### config.mk
export PLATFORM = sky130hd
export DESIGN_NAME = dual_compare_match_output
export DESIGN_NICKNAME = d
export VERILOG_FILES = /design/src/hw/dcm_pkg.sv /design/src/hw/match_detect.sv /design/src/hw/event_decode.sv /design/src/hw/dual_compare_match_output.sv
export VERILOG_INCLUDE_DIRS = /design/src /design/src/hw
export SDC_FILE = /design/constraint.sdc
export NUM_CORES = 1
export LEC_CHECK = 0
export ABC_AREA = 1
export BUFFER_PORTS_ARGS = -buffer_cell sky130_fd_sc_hd__clkbuf_2
export CAP_MARGIN = 20
export CORE_MARGIN = 2
export CORE_UTILIZATION = 27
export CTS_BUF_LIST = sky130_fd_sc_hd__clkbuf_4 sky130_fd_sc_hd__clkbuf_8 sky130_fd_sc_hd__clkbuf_16
export CTS_CLUSTER_SIZE = 25
export DETAILED_ROUTE_END_ITERATION = 7
export PLACE_DENSITY = 0.49
export SLEW_MARGIN = 20
export SYNTH_ARGS = -nofsm -noshare
export SYNTH_HDL_FRONTEND = slang
export SYNTH_SLANG_ARGS = --single-unit
### constraint.sdc
create_clock -name i_clk -period 3.5 [get_ports i_clk]
set_input_delay 0.35 -clock i_clk [delete_from_list [all_inputs] [get_ports i_clk]]
set_output_delay 0.35 -clock i_clk [all_outputs]
set_load 0.05 [all_outputs]
### src/hw/dcm_cfg.svh
// Register map, field positions, reset values and timing figures of the compare unit.
`ifndef DCM_CFG_SVH
`define DCM_CFG_SVH

// Register byte offsets on the plain register port.
`define DCM_ADDR_W          8
`define DCM_OFF_CTRL        8'h00
`define DCM_OFF_STATUS      8'h04
`define DCM_OFF_CMP_A       8'h08
`define DCM_OFF_CMP_B       8'h0C
`define DCM_OFF_CFG_A       8'h10
`define DCM_OFF_CFG_B       8'h14
`define DCM_OFF_INT_STATUS  8'h18
`define DCM_OFF_INT_MASK    8'h1C

// Control register fields.
`define DCM_CTRL_ENABLE     0
`define DCM_CTRL_UPDATE     1

// Status register fields.
`define DCM_ST_MATCH_A      0
`define DCM_ST_MATCH_B      1
`define DCM_ST_FAULT        2
`define DCM_ST_CODE_LO      8
`define DCM_ST_OUT_LO       16

// Comparator configuration fields.
`define DCM_CFG_ACT_LO      0
`define DCM_CFG_SEL_LO      4
`define DCM_CFG_EVT_LO      16

// Interrupt bit positions.
`define DCM_IRQ_MATCH_A     0
`define DCM_IRQ_MATCH_B     1
`define DCM_IRQ_FAULT       2

// Field widths and value ranges.
`define DCM_ACT_W           4
`define DCM_SEL_W           2
`define DCM_EVT_W           9
`define DCM_CODE_W          4
`define DCM_NUM_OUT         4
`define DCM_NUM_EVT         32
`define DCM_EVT_NONE        9'h000
`define DCM_EVT_BASE        9'h190
`define DCM_EVT_LAST        9'h1AF
`define DCM_ACT_MAX         4'h8

// Reset values.
`define DCM_RST_WORD        32'h0000_0000
`define DCM_RST_IRQ         3'h0

// Longest allowed delay from match to action, and the clock period.
`define DCM_ACTION_MAX_NS   100000
`define DCM_CLK_PERIOD_NS   5
`define DCM_ACTION_MAX_CYC  (`DCM_ACTION_MAX_NS / `DCM_CLK_PERIOD_NS)

`endif

### src/hw/dcm_pkg.sv
// Types shared by the compare unit modules.
package dcm_pkg;

  // Match action codes.
  typedef enum logic [3:0] {
    ACT_NONE       = 4'h0,
    ACT_LOW        = 4'h1,
    ACT_HIGH       = 4'h2,
    ACT_TOGGLE     = 4'h3,
    ACT_LOW_CLR    = 4'h4,
    ACT_HIGH_CLR   = 4'h5,
    ACT_TOGGLE_CLR = 4'h6,
    ACT_CLR        = 4'h7,
    ACT_CLR_BOTH   = 4'h8
  } action_t;

  // Fault codes shown in the status register.
  typedef enum logic [3:0] {
    FAULT_NONE   = 4'h0,
    FAULT_ACTION = 4'h1,
    FAULT_EVENT  = 4'h2,
    FAULT_EQUAL  = 4'h3
  } fault_t;

  // Run state of the unit, one-hot.
  typedef enum logic [2:0] {
    ST_IDLE  = 3'b001,
    ST_RUN   = 3'b010,
    ST_FAULT = 3'b100
  } run_state_t;

  // An event select is legal when zero or inside the external event window.
  function automatic logic event_sel_ok(input logic [8:0] sel);
    event_sel_ok = (sel == 9'h000) || ((sel >= 9'h190) && (sel <= 9'h1AF));
  endfunction

  // The action code clears the counter for codes four to eight.
  function automatic logic action_clears(input logic [3:0] act);
    action_clears = (act >= 4'h4) && (act <= 4'h8);
  endfunction

endpackage

### src/hw/match_detect.sv
// Pulse-input compare arrival detector for one comparator.
`timescale 1ns/1ps
module match_detect
(
  input  wire logic [31:0] i_prev,   // Counter value one cycle ago.
  input  wire logic [31:0] i_cur,    // Counter value now.
  input  wire logic [31:0] i_cmp,    // Active compare value.
  output logic             o_hit     // High in the cycle the value leaves the compare value.
);

  // Arrival counts as the value leaving the compare value by one step in either direction.
  always_comb
  begin
    o_hit = (i_prev == i_cmp) && ((i_cur == i_cmp + 32'h0000_0001) ||
                                  (i_cur == i_cmp - 32'h0000_0001));
  end

endmodule

### src/hw/event_decode.sv
// Decoder from an event select value to one of the 32 external event lines.
`timescale 1ns/1ps
`include "dcm_cfg.svh"
module event_decode
(
  input  wire logic                     i_fire,  // One-cycle match pulse.
  input  wire logic [`DCM_EVT_W-1:0]    i_sel,   // Active event select.
  output logic      [`DCM_NUM_EVT-1:0]  o_lines  // One-hot event request.
);

  logic [`DCM_EVT_W-1:0] offset;  // Line number inside the window.

  // Zero or an out-of-window value raises nothing.
  always_comb
  begin
    offset  = i_sel - `DCM_EVT_BASE;
    o_lines = '0;
    if (i_fire && (i_sel != `DCM_EVT_NONE) && (i_sel >= `DCM_EVT_BASE)
        && (i_sel <= `DCM_EVT_LAST))
    begin
      o_lines[offset[4:0]] = 1'b1;
    end
  end

endmodule

### src/hw/dual_compare_match_output.sv
// Two-comparator match unit driving four output points and 32 event lines.
//
// The plain strobed port and the placing of the registers were left to the implementer.
`timescale 1ns/1ps
`include "dcm_cfg.svh"
module dual_compare_match_output
(
  input  wire logic                     i_clk,            // 200 MHz counter module clock.
  input  wire logic                     i_rst_n,          // Asynchronous reset, active low.
  input  wire logic                     i_ce,             // Clock enable; low freezes all state.
  input  wire logic [`DCM_ADDR_W-1:0]   i_addr,           // Register byte address.
  input  wire logic [31:0]              i_wdata,          // Register write data.
  input  wire logic                     i_wr,             // Write strobe.
  input  wire logic                     i_rd,             // Read strobe.
  output logic      [31:0]              o_rdata,          // Read data, one cycle after i_rd.
  input  wire logic [31:0]              i_count,          // Channel counter value.
  input  wire logic                     i_counter_run_enable, // Channel counter is counting.
  input  wire logic                     i_counter_cleared,    // Counter was cleared elsewhere.
  input  wire logic                     i_host_stop,      // Host controller stopped.
  output logic                          o_counter_clear,  // One-cycle request to zero the counter.
  output logic      [`DCM_NUM_OUT-1:0]  o_out,            // Output points zero to three.
  output logic      [`DCM_NUM_EVT-1:0]  o_event,          // One-cycle external event lines.
  output logic                          o_irq             // Level interrupt.
);
  import dcm_pkg::*;

  // Software-side staging copies, written at any time.
  logic [31:0]             cmp_a_q;     // Staged compare_value_a.
  logic [31:0]             cmp_b_q;     // Staged compare_value_b.
  logic [31:0]             cfg_a_q;     // Staged action, selector and event of comparator a.
  logic [31:0]             cfg_b_q;     // Staged action, selector and event of comparator b.
  // Active copies, the ones the comparators use.
  logic [31:0]             act_cmp_a_q; // Active compare_value_a.
  logic [31:0]             act_cmp_b_q; // Active compare_value_b.
  logic [`DCM_ACT_W-1:0]   action_code_a_q;
  logic [`DCM_ACT_W-1:0]   action_code_b_q;
  logic [`DCM_SEL_W-1:0]   output_select_a_q;
  logic [`DCM_SEL_W-1:0]   output_select_b_q;
  logic [`DCM_EVT_W-1:0]   event_select_a_q;
  logic [`DCM_EVT_W-1:0]   event_select_b_q;
  // Control and status.
  logic                    compare_unit_enable_q;  // Software enable.
  logic                    enable_prev_q;          // Enable one cycle ago, for edge finding.
  logic                    param_update_request_q; // Pending update, cleared by the device.
  run_state_t              state_q;                // Run state.
  logic                    match_flag_a_q;
  logic                    match_flag_b_q;
  logic                    fault_flag_q;
  fault_t                  fault_code_q;
  logic [31:0]             prev_count_q;           // Counter value one cycle ago.
  logic [2:0]              irq_status_q;           // Sticky interrupt causes.
  logic [2:0]              irq_mask_q;             // Interrupt enables.
  // Combinational terms.
  logic                    wr_ctrl;
  logic                    enable_rise;
  logic                    load;                   // Copy staged values into the active set.
  fault_t                  check_code;             // Result of checking the staged values.
  logic                    hit_a;
  logic                    hit_b;
  logic                    fire_a;
  logic                    fire_b;
  logic                    self_clear;             // A match action clears the counter.
  logic                    ext_clear;              // Any flag clear from outside the match path.
  logic [`DCM_NUM_OUT-1:0] out_d;
  logic [`DCM_NUM_EVT-1:0] evt_a;
  logic [`DCM_NUM_EVT-1:0] evt_b;
  logic [2:0]              irq_set;

  assign wr_ctrl     = i_wr && (i_addr == `DCM_OFF_CTRL);
  assign enable_rise = compare_unit_enable_q && !enable_prev_q;
  // Loads happen on a start or on a pending update while enabled; never while disabled.
  assign load        = enable_rise || (param_update_request_q && compare_unit_enable_q);

  // The staged set is checked each time it would be loaded.
  always_comb
  begin
    if (cfg_a_q[`DCM_CFG_ACT_LO +: `DCM_ACT_W] > `DCM_ACT_MAX ||
        cfg_b_q[`DCM_CFG_ACT_LO +: `DCM_ACT_W] > `DCM_ACT_MAX)
    begin
      check_code = FAULT_ACTION;
    end
    else if (!event_sel_ok(cfg_a_q[`DCM_CFG_EVT_LO +: `DCM_EVT_W]) ||
             !event_sel_ok(cfg_b_q[`DCM_CFG_EVT_LO +: `DCM_EVT_W]))
    begin
      check_code = FAULT_EVENT;
    end
    else if (cmp_a_q == cmp_b_q)
    begin
      // Equal values would make both comparators fire at once; the host must avoid it.
      check_code = FAULT_EQUAL;
    end
    else
    begin
      check_code = FAULT_NONE;
    end
  end

  // Each comparator watches the counter on its own.
  match_detect u_match_a
  (
    .i_prev (prev_count_q),
    .i_cur  (i_count),
    .i_cmp  (act_cmp_a_q),
    .o_hit  (hit_a)
  );

  match_detect u_match_b
  (
    .i_prev (prev_count_q),
    .i_cur  (i_count),
    .i_cmp  (act_cmp_b_q),
    .o_hit  (hit_b)
  );

  // Matches count only while running with a counting counter and no load in progress.
  assign fire_a = hit_a && (state_q == ST_RUN) && compare_unit_enable_q && i_counter_run_enable
                  && !load;
  assign fire_b = hit_b && (state_q == ST_RUN) && compare_unit_enable_q && i_counter_run_enable
                  && !load;

  event_decode u_evt_a
  (
    .i_fire  (fire_a),
    .i_sel   (event_select_a_q),
    .o_lines (evt_a)
  );

  event_decode u_evt_b
  (
    .i_fire  (fire_b),
    .i_sel   (event_select_b_q),
    .o_lines (evt_b)
  );

  assign self_clear = (fire_a && action_clears(action_code_a_q)) ||
                      (fire_b && action_clears(action_code_b_q));
  assign ext_clear  = i_host_stop || i_counter_cleared || enable_rise || load;

  // Output actions: comparator a is applied first, then b, each on its own selected point except ACT_CLR_BOTH, which clears both points.
  always_comb
  begin
    out_d = o_out;
    if (fire_a)
    begin
      case (action_code_a_q)
        ACT_LOW, ACT_LOW_CLR:       out_d[output_select_a_q] = 1'b0;
        ACT_HIGH, ACT_HIGH_CLR:     out_d[output_select_a_q] = 1'b1;
        ACT_TOGGLE, ACT_TOGGLE_CLR: out_d[output_select_a_q] = ~out_d[output_select_a_q];
        ACT_CLR_BOTH:
        begin
          out_d[output_select_a_q] = 1'b0;
          out_d[output_select_b_q] = 1'b0;
        end
        default:                    out_d = out_d;
      endcase
    end
    if (fire_b)
    begin
      case (action_code_b_q)
        ACT_LOW, ACT_LOW_CLR:       out_d[output_select_b_q] = 1'b0;
        ACT_HIGH, ACT_HIGH_CLR:     out_d[output_select_b_q] = 1'b1;
        ACT_TOGGLE, ACT_TOGGLE_CLR: out_d[output_select_b_q] = ~out_d[output_select_b_q];
        ACT_CLR_BOTH:
        begin
          out_d[output_select_a_q] = 1'b0;
          out_d[output_select_b_q] = 1'b0;
        end
        default:                    out_d = out_d;
      endcase
    end
  end

  // Staged registers and the interrupt mask are plain software storage.
  always_ff @(posedge i_clk or negedge i_rst_n)
  begin
    if (!i_rst_n)
    begin
      cmp_a_q    <= `DCM_RST_WORD;
      cmp_b_q    <= `DCM_RST_WORD;
      cfg_a_q    <= `DCM_RST_WORD;
      cfg_b_q    <= `DCM_RST_WORD;
      irq_mask_q <= `DCM_RST_IRQ;
    end
    else if (i_ce && i_wr)
    begin
      case (i_addr)
        `DCM_OFF_CMP_A:    cmp_a_q    <= i_wdata;
        `DCM_OFF_CMP_B:    cmp_b_q    <= i_wdata;
        `DCM_OFF_CFG_A:    cfg_a_q    <= i_wdata;
        `DCM_OFF_CFG_B:    cfg_b_q    <= i_wdata;
        `DCM_OFF_INT_MASK: irq_mask_q <= i_wdata[2:0];
        default:           cmp_a_q    <= cmp_a_q;
      endcase
    end
  end

  // Enable bit and the update request; the device drops the request once it is applied.
  always_ff @(posedge i_clk or negedge i_rst_n)
  begin
    if (!i_rst_n)
    begin
      compare_unit_enable_q  <= 1'b0;
      enable_prev_q          <= 1'b0;
      param_update_request_q <= 1'b0;
    end
    else if (i_ce)
    begin
      enable_prev_q <= compare_unit_enable_q;
      if (wr_ctrl)
      begin
        compare_unit_enable_q <= i_wdata[`DCM_CTRL_ENABLE];
      end
      if (wr_ctrl && i_wdata[`DCM_CTRL_UPDATE])
      begin
        param_update_request_q <= 1'b1;
      end
      else if (load)
      begin
        param_update_request_q <= 1'b0;
      end
    end
  end

  // Active parameter set, copied only on a load; a disabled unit keeps its old set.
  always_ff @(posedge i_clk or negedge i_rst_n)
  begin
    if (!i_rst_n)
    begin
      act_cmp_a_q       <= `DCM_RST_WORD;
      act_cmp_b_q       <= `DCM_RST_WORD;
      action_code_a_q   <= ACT_NONE;
      action_code_b_q   <= ACT_NONE;
      output_select_a_q <= '0;
      output_select_b_q <= '0;
      event_select_a_q  <= `DCM_EVT_NONE;
      event_select_b_q  <= `DCM_EVT_NONE;
    end
    else if (i_ce && load && (check_code == FAULT_NONE))
    begin
      act_cmp_a_q       <= cmp_a_q;
      act_cmp_b_q       <= cmp_b_q;
      action_code_a_q   <= cfg_a_q[`DCM_CFG_ACT_LO +: `DCM_ACT_W];
      action_code_b_q   <= cfg_b_q[`DCM_CFG_ACT_LO +: `DCM_ACT_W];
      output_select_a_q <= cfg_a_q[`DCM_CFG_SEL_LO +: `DCM_SEL_W];
      output_select_b_q <= cfg_b_q[`DCM_CFG_SEL_LO +: `DCM_SEL_W];
      event_select_a_q  <= cfg_a_q[`DCM_CFG_EVT_LO +: `DCM_EVT_W];
      event_select_b_q  <= cfg_b_q[`DCM_CFG_EVT_LO +: `DCM_EVT_W];
    end
  end

  // Run state: a failed check parks the unit until software drops the enable.
  always_ff @(posedge i_clk or negedge i_rst_n)
  begin
    if (!i_rst_n)
    begin
      state_q      <= ST_IDLE;
      fault_flag_q <= 1'b0;
      fault_code_q <= FAULT_NONE;
    end
    else if (i_ce)
    begin
      case (state_q)
        ST_IDLE:
        begin
          if (load && (check_code != FAULT_NONE))
          begin
            state_q      <= ST_FAULT;
            fault_flag_q <= 1'b1;
            fault_code_q <= check_code;
          end
          else if (load)
          begin
            state_q <= ST_RUN;
          end
        end
        ST_RUN:
        begin
          if (!compare_unit_enable_q)
          begin
            state_q <= ST_IDLE;
          end
          else if (load && (check_code != FAULT_NONE))
          begin
            state_q      <= ST_FAULT;
            fault_flag_q <= 1'b1;
            fault_code_q <= check_code;
          end
        end
        ST_FAULT:
        begin
          if (!compare_unit_enable_q)
          begin
            state_q      <= ST_IDLE;
            fault_flag_q <= 1'b0;
            fault_code_q <= FAULT_NONE;
          end
        end
        default: state_q <= ST_IDLE;
      endcase
    end
  end

  // Match flags: a new match beats an outside clear, but a clear caused by the action wins.
  always_ff @(posedge i_clk or negedge i_rst_n)
  begin
    if (!i_rst_n)
    begin
      match_flag_a_q <= 1'b0;
      match_flag_b_q <= 1'b0;
    end
    else if (i_ce)
    begin
      if (self_clear)
      begin
        match_flag_a_q <= 1'b0;
        match_flag_b_q <= 1'b0;
      end
      else
      begin
        match_flag_a_q <= fire_a || (match_flag_a_q && !ext_clear);
        match_flag_b_q <= fire_b || (match_flag_b_q && !ext_clear);
      end
    end
  end

  // Outputs act one cycle after the match, far inside the allowed delay.
  always_ff @(posedge i_clk or negedge i_rst_n)
  begin
    if (!i_rst_n)
    begin
      prev_count_q    <= `DCM_RST_WORD;
      o_out           <= '0;
      o_event         <= '0;
      o_counter_clear <= 1'b0;
    end
    else if (i_ce)
    begin
      prev_count_q    <= i_count;
      o_out           <= out_d;
      o_event         <= evt_a | evt_b;
      o_counter_clear <= self_clear;
    end
  end

  // Interrupt causes are sticky, cleared by writing one; a new event wins over the clear.
  assign irq_set = {fault_flag_q == 1'b0 && state_q == ST_IDLE && load &&
                    check_code != FAULT_NONE, fire_b, fire_a};

  always_ff @(posedge i_clk or negedge i_rst_n)
  begin
    if (!i_rst_n)
    begin
      irq_status_q <= `DCM_RST_IRQ;
      o_irq        <= 1'b0;
    end
    else if (i_ce)
    begin
      if (i_wr && (i_addr == `DCM_OFF_INT_STATUS))
      begin
        irq_status_q <= (irq_status_q & ~i_wdata[2:0]) | irq_set;
      end
      else
      begin
        irq_status_q <= irq_status_q | irq_set;
      end
      o_irq <= |((irq_status_q | irq_set) & irq_mask_q);
    end
  end

  // Read port: data stands in the cycle after the strobe; unmapped addresses read zero.
  always_ff @(posedge i_clk or negedge i_rst_n)
  begin
    if (!i_rst_n)
    begin
      o_rdata <= `DCM_RST_WORD;
    end
    else if (i_ce)
    begin
      o_rdata <= '0;
      if (i_rd)
      begin
        case (i_addr)
          `DCM_OFF_CTRL:       o_rdata <= {30'h0000_0000, param_update_request_q,
                                           compare_unit_enable_q};
          `DCM_OFF_STATUS:     o_rdata <= {12'h000, o_out, 4'h0, fault_code_q, 5'h00,
                                           fault_flag_q, match_flag_b_q, match_flag_a_q};
          `DCM_OFF_CMP_A:      o_rdata <= cmp_a_q;
          `DCM_OFF_CMP_B:      o_rdata <= cmp_b_q;
          `DCM_OFF_CFG_A:      o_rdata <= cfg_a_q;
          `DCM_OFF_CFG_B:      o_rdata <= cfg_b_q;
          `DCM_OFF_INT_STATUS: o_rdata <= {29'h0000_0000, irq_status_q};
          `DCM_OFF_INT_MASK:   o_rdata <= {29'h0000_0000, irq_mask_q};
          default:             o_rdata <= '0;
        endcase
      end
    end
  end

endmodule

Word-level counts from Yosys, hierarchy flattened --
Cells that the tools add are included.
Operators by class: $add $sub $neg 6, multiply operators 0, div/mod/pow operators 0, magnitude comparators 22, equality and inequality tests 35, shift-type cells 0, muxes and demuxes 44, bitwise gates (word level) 18, reductions and logical operators 83
Operators by type and width (number):
- $pmux W32 S8 | 1
- $eq A32 B32 Y1 | 7
- $mux W32 | 3
- $add A32 B1 Y32 const B | 2
- $sub A32 B1 Y32 const B | 2
- $logic_and A1 B1 Y1 | 40
- $ge A9 B9 Y1 const B | 4
- $le A9 B9 Y1 const B | 4
- $eq A8 B5 Y1 const B | 4
- $or A32 B32 Y32 | 1
- $pmux W4 S4 | 2
- $eq A4 B3 Y1 const B | 6
- $mux W4 | 6
- $and A4 B4 Y4 | 5
- $logic_not A9 Y1 | 2
- $mux W3 | 6
- $reduce_bool A9 Y1 | 2
- $eq A4 B2 Y1 const B | 4
- $eq A8 B4 Y1 const B | 2
- $reduce_and A2 Y1 | 7
- $logic_or A1 B1 Y1 | 13
- $mux W1 | 13
- $lt A5 B6 Y1 const B | 2
- $pmux W4 S3 | 1
- 38 further kinds | 69
Storage, ports and cells: register bits 343, latch bits 0, RAM bits 0, ROM bits 0, output and inout port bits 70, logic and storage cells 236, memories kept 0

Logic depth before layout (Yosys ltp) --
depth after elaboration 15, depth in mapped cells 27, depth with buffers taken out 27

Modules after synthesis --
Synthesis repeated with hierarchy kept, for this count alone.
Second synthesis, totals: cell total of the unflattened synthesis 3200, area, all modules 21832.2 um^2
Modules (own cells, without submodules):
- dual_compare_match_output | times used 1, cells each 1723, area each 14690.3 um^2, seq. area each 8534.4 um^2
- match_detect (u_match_b) | times used 1, cells each 661, area each 3174.3 um^2, seq. area each 0.0 um^2
- match_detect (u_match_a) | times used 1, cells each 637, area each 3164.3 um^2, seq. area each 0.0 um^2
- event_decode (u_evt_b) | times used 1, cells each 100, area each 421.7 um^2, seq. area each 0.0 um^2
- event_decode (u_evt_a) | times used 1, cells each 79, area each 381.6 um^2, seq. area each 0.0 um^2

Worst setup path after synthesis --
Ideal clock, no wire load.
kind register to register, start register act_cmp_b_q[0], end register o_event[10], setup time 0.077 ns, arrival 2.892 ns, required time 3.423 ns, setup slack 0.531 ns, cell stages (with the launch flop) 22, path buffers 2, clock period less this slack 2.969 ns, path through dfrtp_1 -> clkbuf_2 -> inv_1 -> ha_1 -> nand3_1 -> nor2_2 -> nand2_1 -> nor2_2 -> nand3_1 -> xor2_1 -> nand2_1 -> nand3_1 -> nor3_1 -> nand3_1 -> nor2_1 -> nand3_1 -> nand2_2 -> nand2_2 -> nor3_4 -> buf_6 -> nand2_1 -> a21oi_1
Between the ends: cells in the longest elaborated chain, start to end 13, elaborated cells on any way between the ends 16, classes of those cells add/sub: 2; eq/ne: 3; mux: 1; bitwise: 1; reduce/logical: 9
Ends and longest elaborated chain:
- from (decl) | RTL line dual_compare_match_output.sv:34 | logic [31:0] act_cmp_b_q;
- from (signal assigned) | RTL line dual_compare_match_output.sv:230 | act_cmp_b_q <= `DCM_RST_WORD;
- from (signal assigned) | RTL line dual_compare_match_output.sv:241 | act_cmp_b_q <= cmp_b_q;
- $add A32 B1 Y32 / $sub A32 B1 Y32 (equally long branches) | RTL line match_detect.sv:14, match_detect.sv:15
- $eq A32 B32 Y1, on equally long branches | RTL line match_detect.sv:14, match_detect.sv:15
- $logic_or A1 B1 Y1 | RTL line match_detect.sv:14 | o_hit = (i_prev == i_cmp) && ((i_cur == i_cmp + 32'h0000_0001) ||
- $logic_and A1 B1 Y1 (*) | RTL line match_detect.sv:14
- $logic_and A1 B1 Y1 (*) (3 in a row) | RTL line dual_compare_match_output.sv:118 | assign fire_b = hit_b && (state_q == ST_RUN) && compare_unit_enable_q && i_counter_run_enable
- $logic_and A1 B1 Y1 (*) | RTL line dual_compare_match_output.sv:119 | && !load;
- $logic_and A1 B1 Y1 (*) (3 in a row) | RTL line event_decode.sv:18 | if (i_fire && (i_sel != `DCM_EVT_NONE) && (i_sel >= `DCM_EVT_BASE)
- $mux W32 (*) | RTL line event_decode.sv:18
- $or A32 B32 Y32 (*) | RTL line dual_compare_match_output.sv:340 | o_event <= evt_a | evt_b;
- to (signal assigned) | RTL line dual_compare_match_output.sv:340
- to (decl) | RTL line dual_compare_match_output.sv:22 | output logic [`DCM_NUM_EVT-1:0] o_event,
Mark *: on every way between the ends. The rest lies on a longest branch, timed or not. A chain may end at the register's enable or synchronous reset.

Worst setup path after layout --
start register act_cmp_b_q[1], end register o_event[23]
Same word-level chain as after synthesis.

==> results.md <==
- The die boundary height is 287 um.
- For this block, the routed nets add up to 90.8 mm of wire.
- The number of synthesized flops with an enable pin is 0.
- Timing analysis after detailed placement gives a worst setup slack of 2.43 ps.
- The clock-pin transition on the worst setup and hold timing paths is 60 ps.
- The area share of the leading cell type in the synthesized netlist is 39.3%.
- The remaining global-route overflow is 0.
- The final layout contains 3,407 nets.
- By count the netlist is led by 923 x nand2_1, 372 x nor2_1, 340 x dfrtp_1.
- The number of H-tree branching levels is 2.
- The area inside the core boundary is 79,300 sq um.
- The post-synthesis average cell area is 6.88 sq um.
- The number of antenna violations at the first check in global routing came to 5.
- The count of buffers from port buffering is 149.
- In this run the tightest slew margin relative to its limit is 37.4%.
- The count of final hold-check violations came to 0.
- Net switching is 30.3% of the power.
- After detailed routing, the number of remaining DRC violations is 0.
- The number of DRC violations after detailed-routing iteration 0 is 2,325.
- The clock passes through at most 3 buffers.
- The final instance count without filler cells is 4,397.
- The routed design could run at a clock period as short as 3340 ps.
- In the routed layout, each cell is associated on average with a via count of 4.98.
- By area the synthesized netlist is led by dfrtp_1 39%, nand2_1 16%, o21ai_0 7.7%, nor2_1 6.4%, inv_1 5.5%.
- After routing the design area is 25,900 sq um.
- The startpoint-to-endpoint class of the critical path is reg2reg.
- The cell area that synthesis handed to floorplanning was 21,700 sq um.
- The initial utilization of the core area, before any placement, comes to 27.3%.
- The number of warnings issued by yosys is 0.
- The startpoint kind of the worst setup timing path is a flop.
- The number of global-route vias before repair is 21,000.
- The net switching power is 3080 uW.
- Clock tree synthesis inserted a total of 39 buffers.
- Along the worst path, the maximum fanout reaches 16.
- The achievable frequency is 0.300 GHz.
- Clock tree synthesis selected as its root buffer the cell clkbuf_16.
- The final count of pins violating max slew was 0.
- The analysis attributes to cell leakage a power of 0.0120 uW.
- The final worst clock skew is 18.4 ps.
- The worst hold path was traced through 3 stages.
- The antenna violation net count after detailed routing is 0.
- The setup-violating endpoint count in the final report is 0.
- The aggregate global-route resource usage is 21.8%.
- At the later pin of the worst-skew pair, clock insertion delay measures 570 ps.
- The net count after synthesis is 3,232.
- The number of distinct library cells after synthesis is 53.
- The power share of the combinational group is 15.8%.
- The synthesized flop and latch total is 341.
- The clock tree from TritonCTS is built.
- The actual slew at the worst max-slew pin is 939 ps.
- Counting cells, the worst reg-to-reg path comes to 20.
- The wire length of the first global-routing pass is 136 mm.
- In this run the count of I/O pins placed on the die edge is 150.
- Setup slack closes at 163 ps.
- The largest area contributor in the netlist is dfrtp_1.
- For this block, the via count after detailed routing is 21,900.
- The share of power burned in registers is 43.0%.
- The run finished with clean final reports.
- The area growth from synthesis to final layout is 19.6%.
- The number of standard cells after synthesis is 3,148.
- The pin count of the biggest net entering global routing is 89.
- The clock share of power is 41.2%.
- The capturing element type of the critical path is a flop.
- The post-synthesis sequential area ratio is 39.4%.
- The number of placed instances with taps included is 4,312.
- The portion of the clock cycle consumed by the worst path in the final layout is 95.3%.
- The peak supply drop is 0.000282 V.
- The number of optimization iterations in the first detailed-route pass is 6.
- The count of max-cap constraint violations is 0.
- Of the cells placed in the final design, the portion with a size suffix greater than 1 is 13.5%.
- The smallest hold slack is 34.5 ps.
- The class of the worst hold path is in2reg.
- Among all flip-flop cells after synthesis, the most frequent one is dfrtp_1.
- At the worst endpoint, the arrival time is 3820 ps.
- Data on the critical path is required at its endpoint by 3980 ps.
- For this run, the share of the core covered by cells in the final layout is 32.7%.
- The most frequent cell after synthesis is nand2_1.
- Routability-driven placement finished with a final weighted congestion of 0.965.
- The total power divided by cell area is 393 nW/um^2.
- The die covers 82,500 sq um.
- The async set or reset register ratio after synthesis is 100%.
- Counting every sink on the clock net gives 341.
- The detail-routed net length per standard cell is 20.6 um.
- Internal power comes to 7090 uW.
- In this run the core area contains 103 standard-cell rows.
- The sum of net half-perimeters after detailed placement is 71.7 mm.
- The total placed instance area is 24,100 sq um.
- In this run the horizontal extent of the chip is 287 um.
## final timing paths
kind / to / slack (ps) / from
min in group asynchronous: o_out[1] / 360 / i_rst_n
worst max register to register: o_event[23] / 160 / act_cmp_b_q[1]
worst min register to register: event_select_b_q[6] / 470 / event_select_b_q[6]
worst min-delay path: o_rdata[0] / 30 / i_rd
max in group asynchronous: act_cmp_b_q[4] / 2240 / i_rst_n
worst max-delay path: o_event[23] / 160 / act_cmp_b_q[1]
## state kept, by name, indices dropped and copies added, names as in the netlist, 2 cells and up
name / count
state_q: 3
o_rdata: 32
act_cmp_b_q: 32
o_out: 4
fault_code_q: 2
irq_mask_q: 3
event_select_a_q: 9
action_code_b_q: 4
event_select_b_q: 9
act_cmp_a_q: 32
prev_count_q: 32
output_select_a_q: 2
cfg_a_q: 32
o_event: 32
output_select_b_q: 2
cfg_b_q: 32
cmp_b_q: 32
cmp_a_q: 32
irq_status_q: 3
action_code_a_q: 4
## metal layers
layer	GRT usage, %	part of all wire (%)	vias to the layer above
met5	0	0.028	-
met4	7.02	3.2	4
met3	2.75	5.5	135
met2	33.8	44	695
met1	31.3	47	10500
li1	-	-	10600
## area by class of cell
type,instances,area (sq um)
inverters,324,1220
diodes,1,2.50
clock buffers,55,1130
fillers,8762,53400
multi-input cells,2338,11700
flip-flops and latches,341,8550
clock inverters,9,134
well taps,1050,1310
repair buffers,279,1880
## cell families after synthesis
group	synth area share [%]
AO/OA/AOI/OAI	14.2
XOR/XNOR	6.70
adder cells (fa/ha/maj)	0.231
buffers and inverters	8.33
flip-flops	39.4
AND/OR/NAND/NOR	31.1
## power groups by stage
stage          clock [uW]  sequential (uW)  combinational (uW)
6_report             4190             4370                1610
5_1_grt              4440             4390                1790
4_1_cts              4280             4360                1580
3_5_place_dp            0             4430                1570
3_3_place_gp            0             4430                1570
2_1_floorplan           0             4420                 908
## stage by stage
step                      setup TNS, ps  total power, uW
after floorplan                       0             5330
after global placement                0             6000
after detailed placement              0             6000
after CTS                             0            10200
after global routing               -746            10600
final                                 0            10200
## placed cells by master (no fill, tap or decap), types with 6 or more instances in the layout
cell,count
nand2_1,911
nor2_1,336
o21ai_0,330
dfrtp_1,327
inv_1,317
clkbuf_2,147
nand3_1,135
xor2_1,124
buf_4,119
a21oi_1,89
nand4_1,68
nor3_1,41
clkbuf_16,41
a221oi_1,39
xnor2_1,37
o22ai_1,33
nor2_2,31
nor4_1,27
nand2_2,15
dfrtp_2,13
a22o_1,11
clkbuf_4,10
nor3_2,8
nor2_4,8
nand3b_1,8
buf_12,8
nand3_2,6
o2111ai_1,6
nor3_4,6
clkbuf_8,6
## worst max-delay path, stage by stage, from the launching register on
cell and delay [ps]:
dfrtp_1 390, buf_4 160, nor2_1 130, nand2_1 140
nor2_1 120, nand2_1 140, nor2_4 160, nand4_1 160
nor2_2 180, nand2_1 110, xor2_2 180, nand3_1 180
nor2_1 160, nand3_1 90, nand2_2 110, nand2_2 100
nor3_4 230, buf_12 140, clkbuf_16 170, nand2_1 70
a21oi_1 120
## timing repair
item,CTS,global route
hold endpoints to repair,67,0
setup buffers,0,17
hold buffers,1,0
pin swaps,0,18
gates resized for setup,3,100
setup endpoints to repair,6,38
gates cloned,0,2
Note: power is estimated with default switching activity, not from simulation.
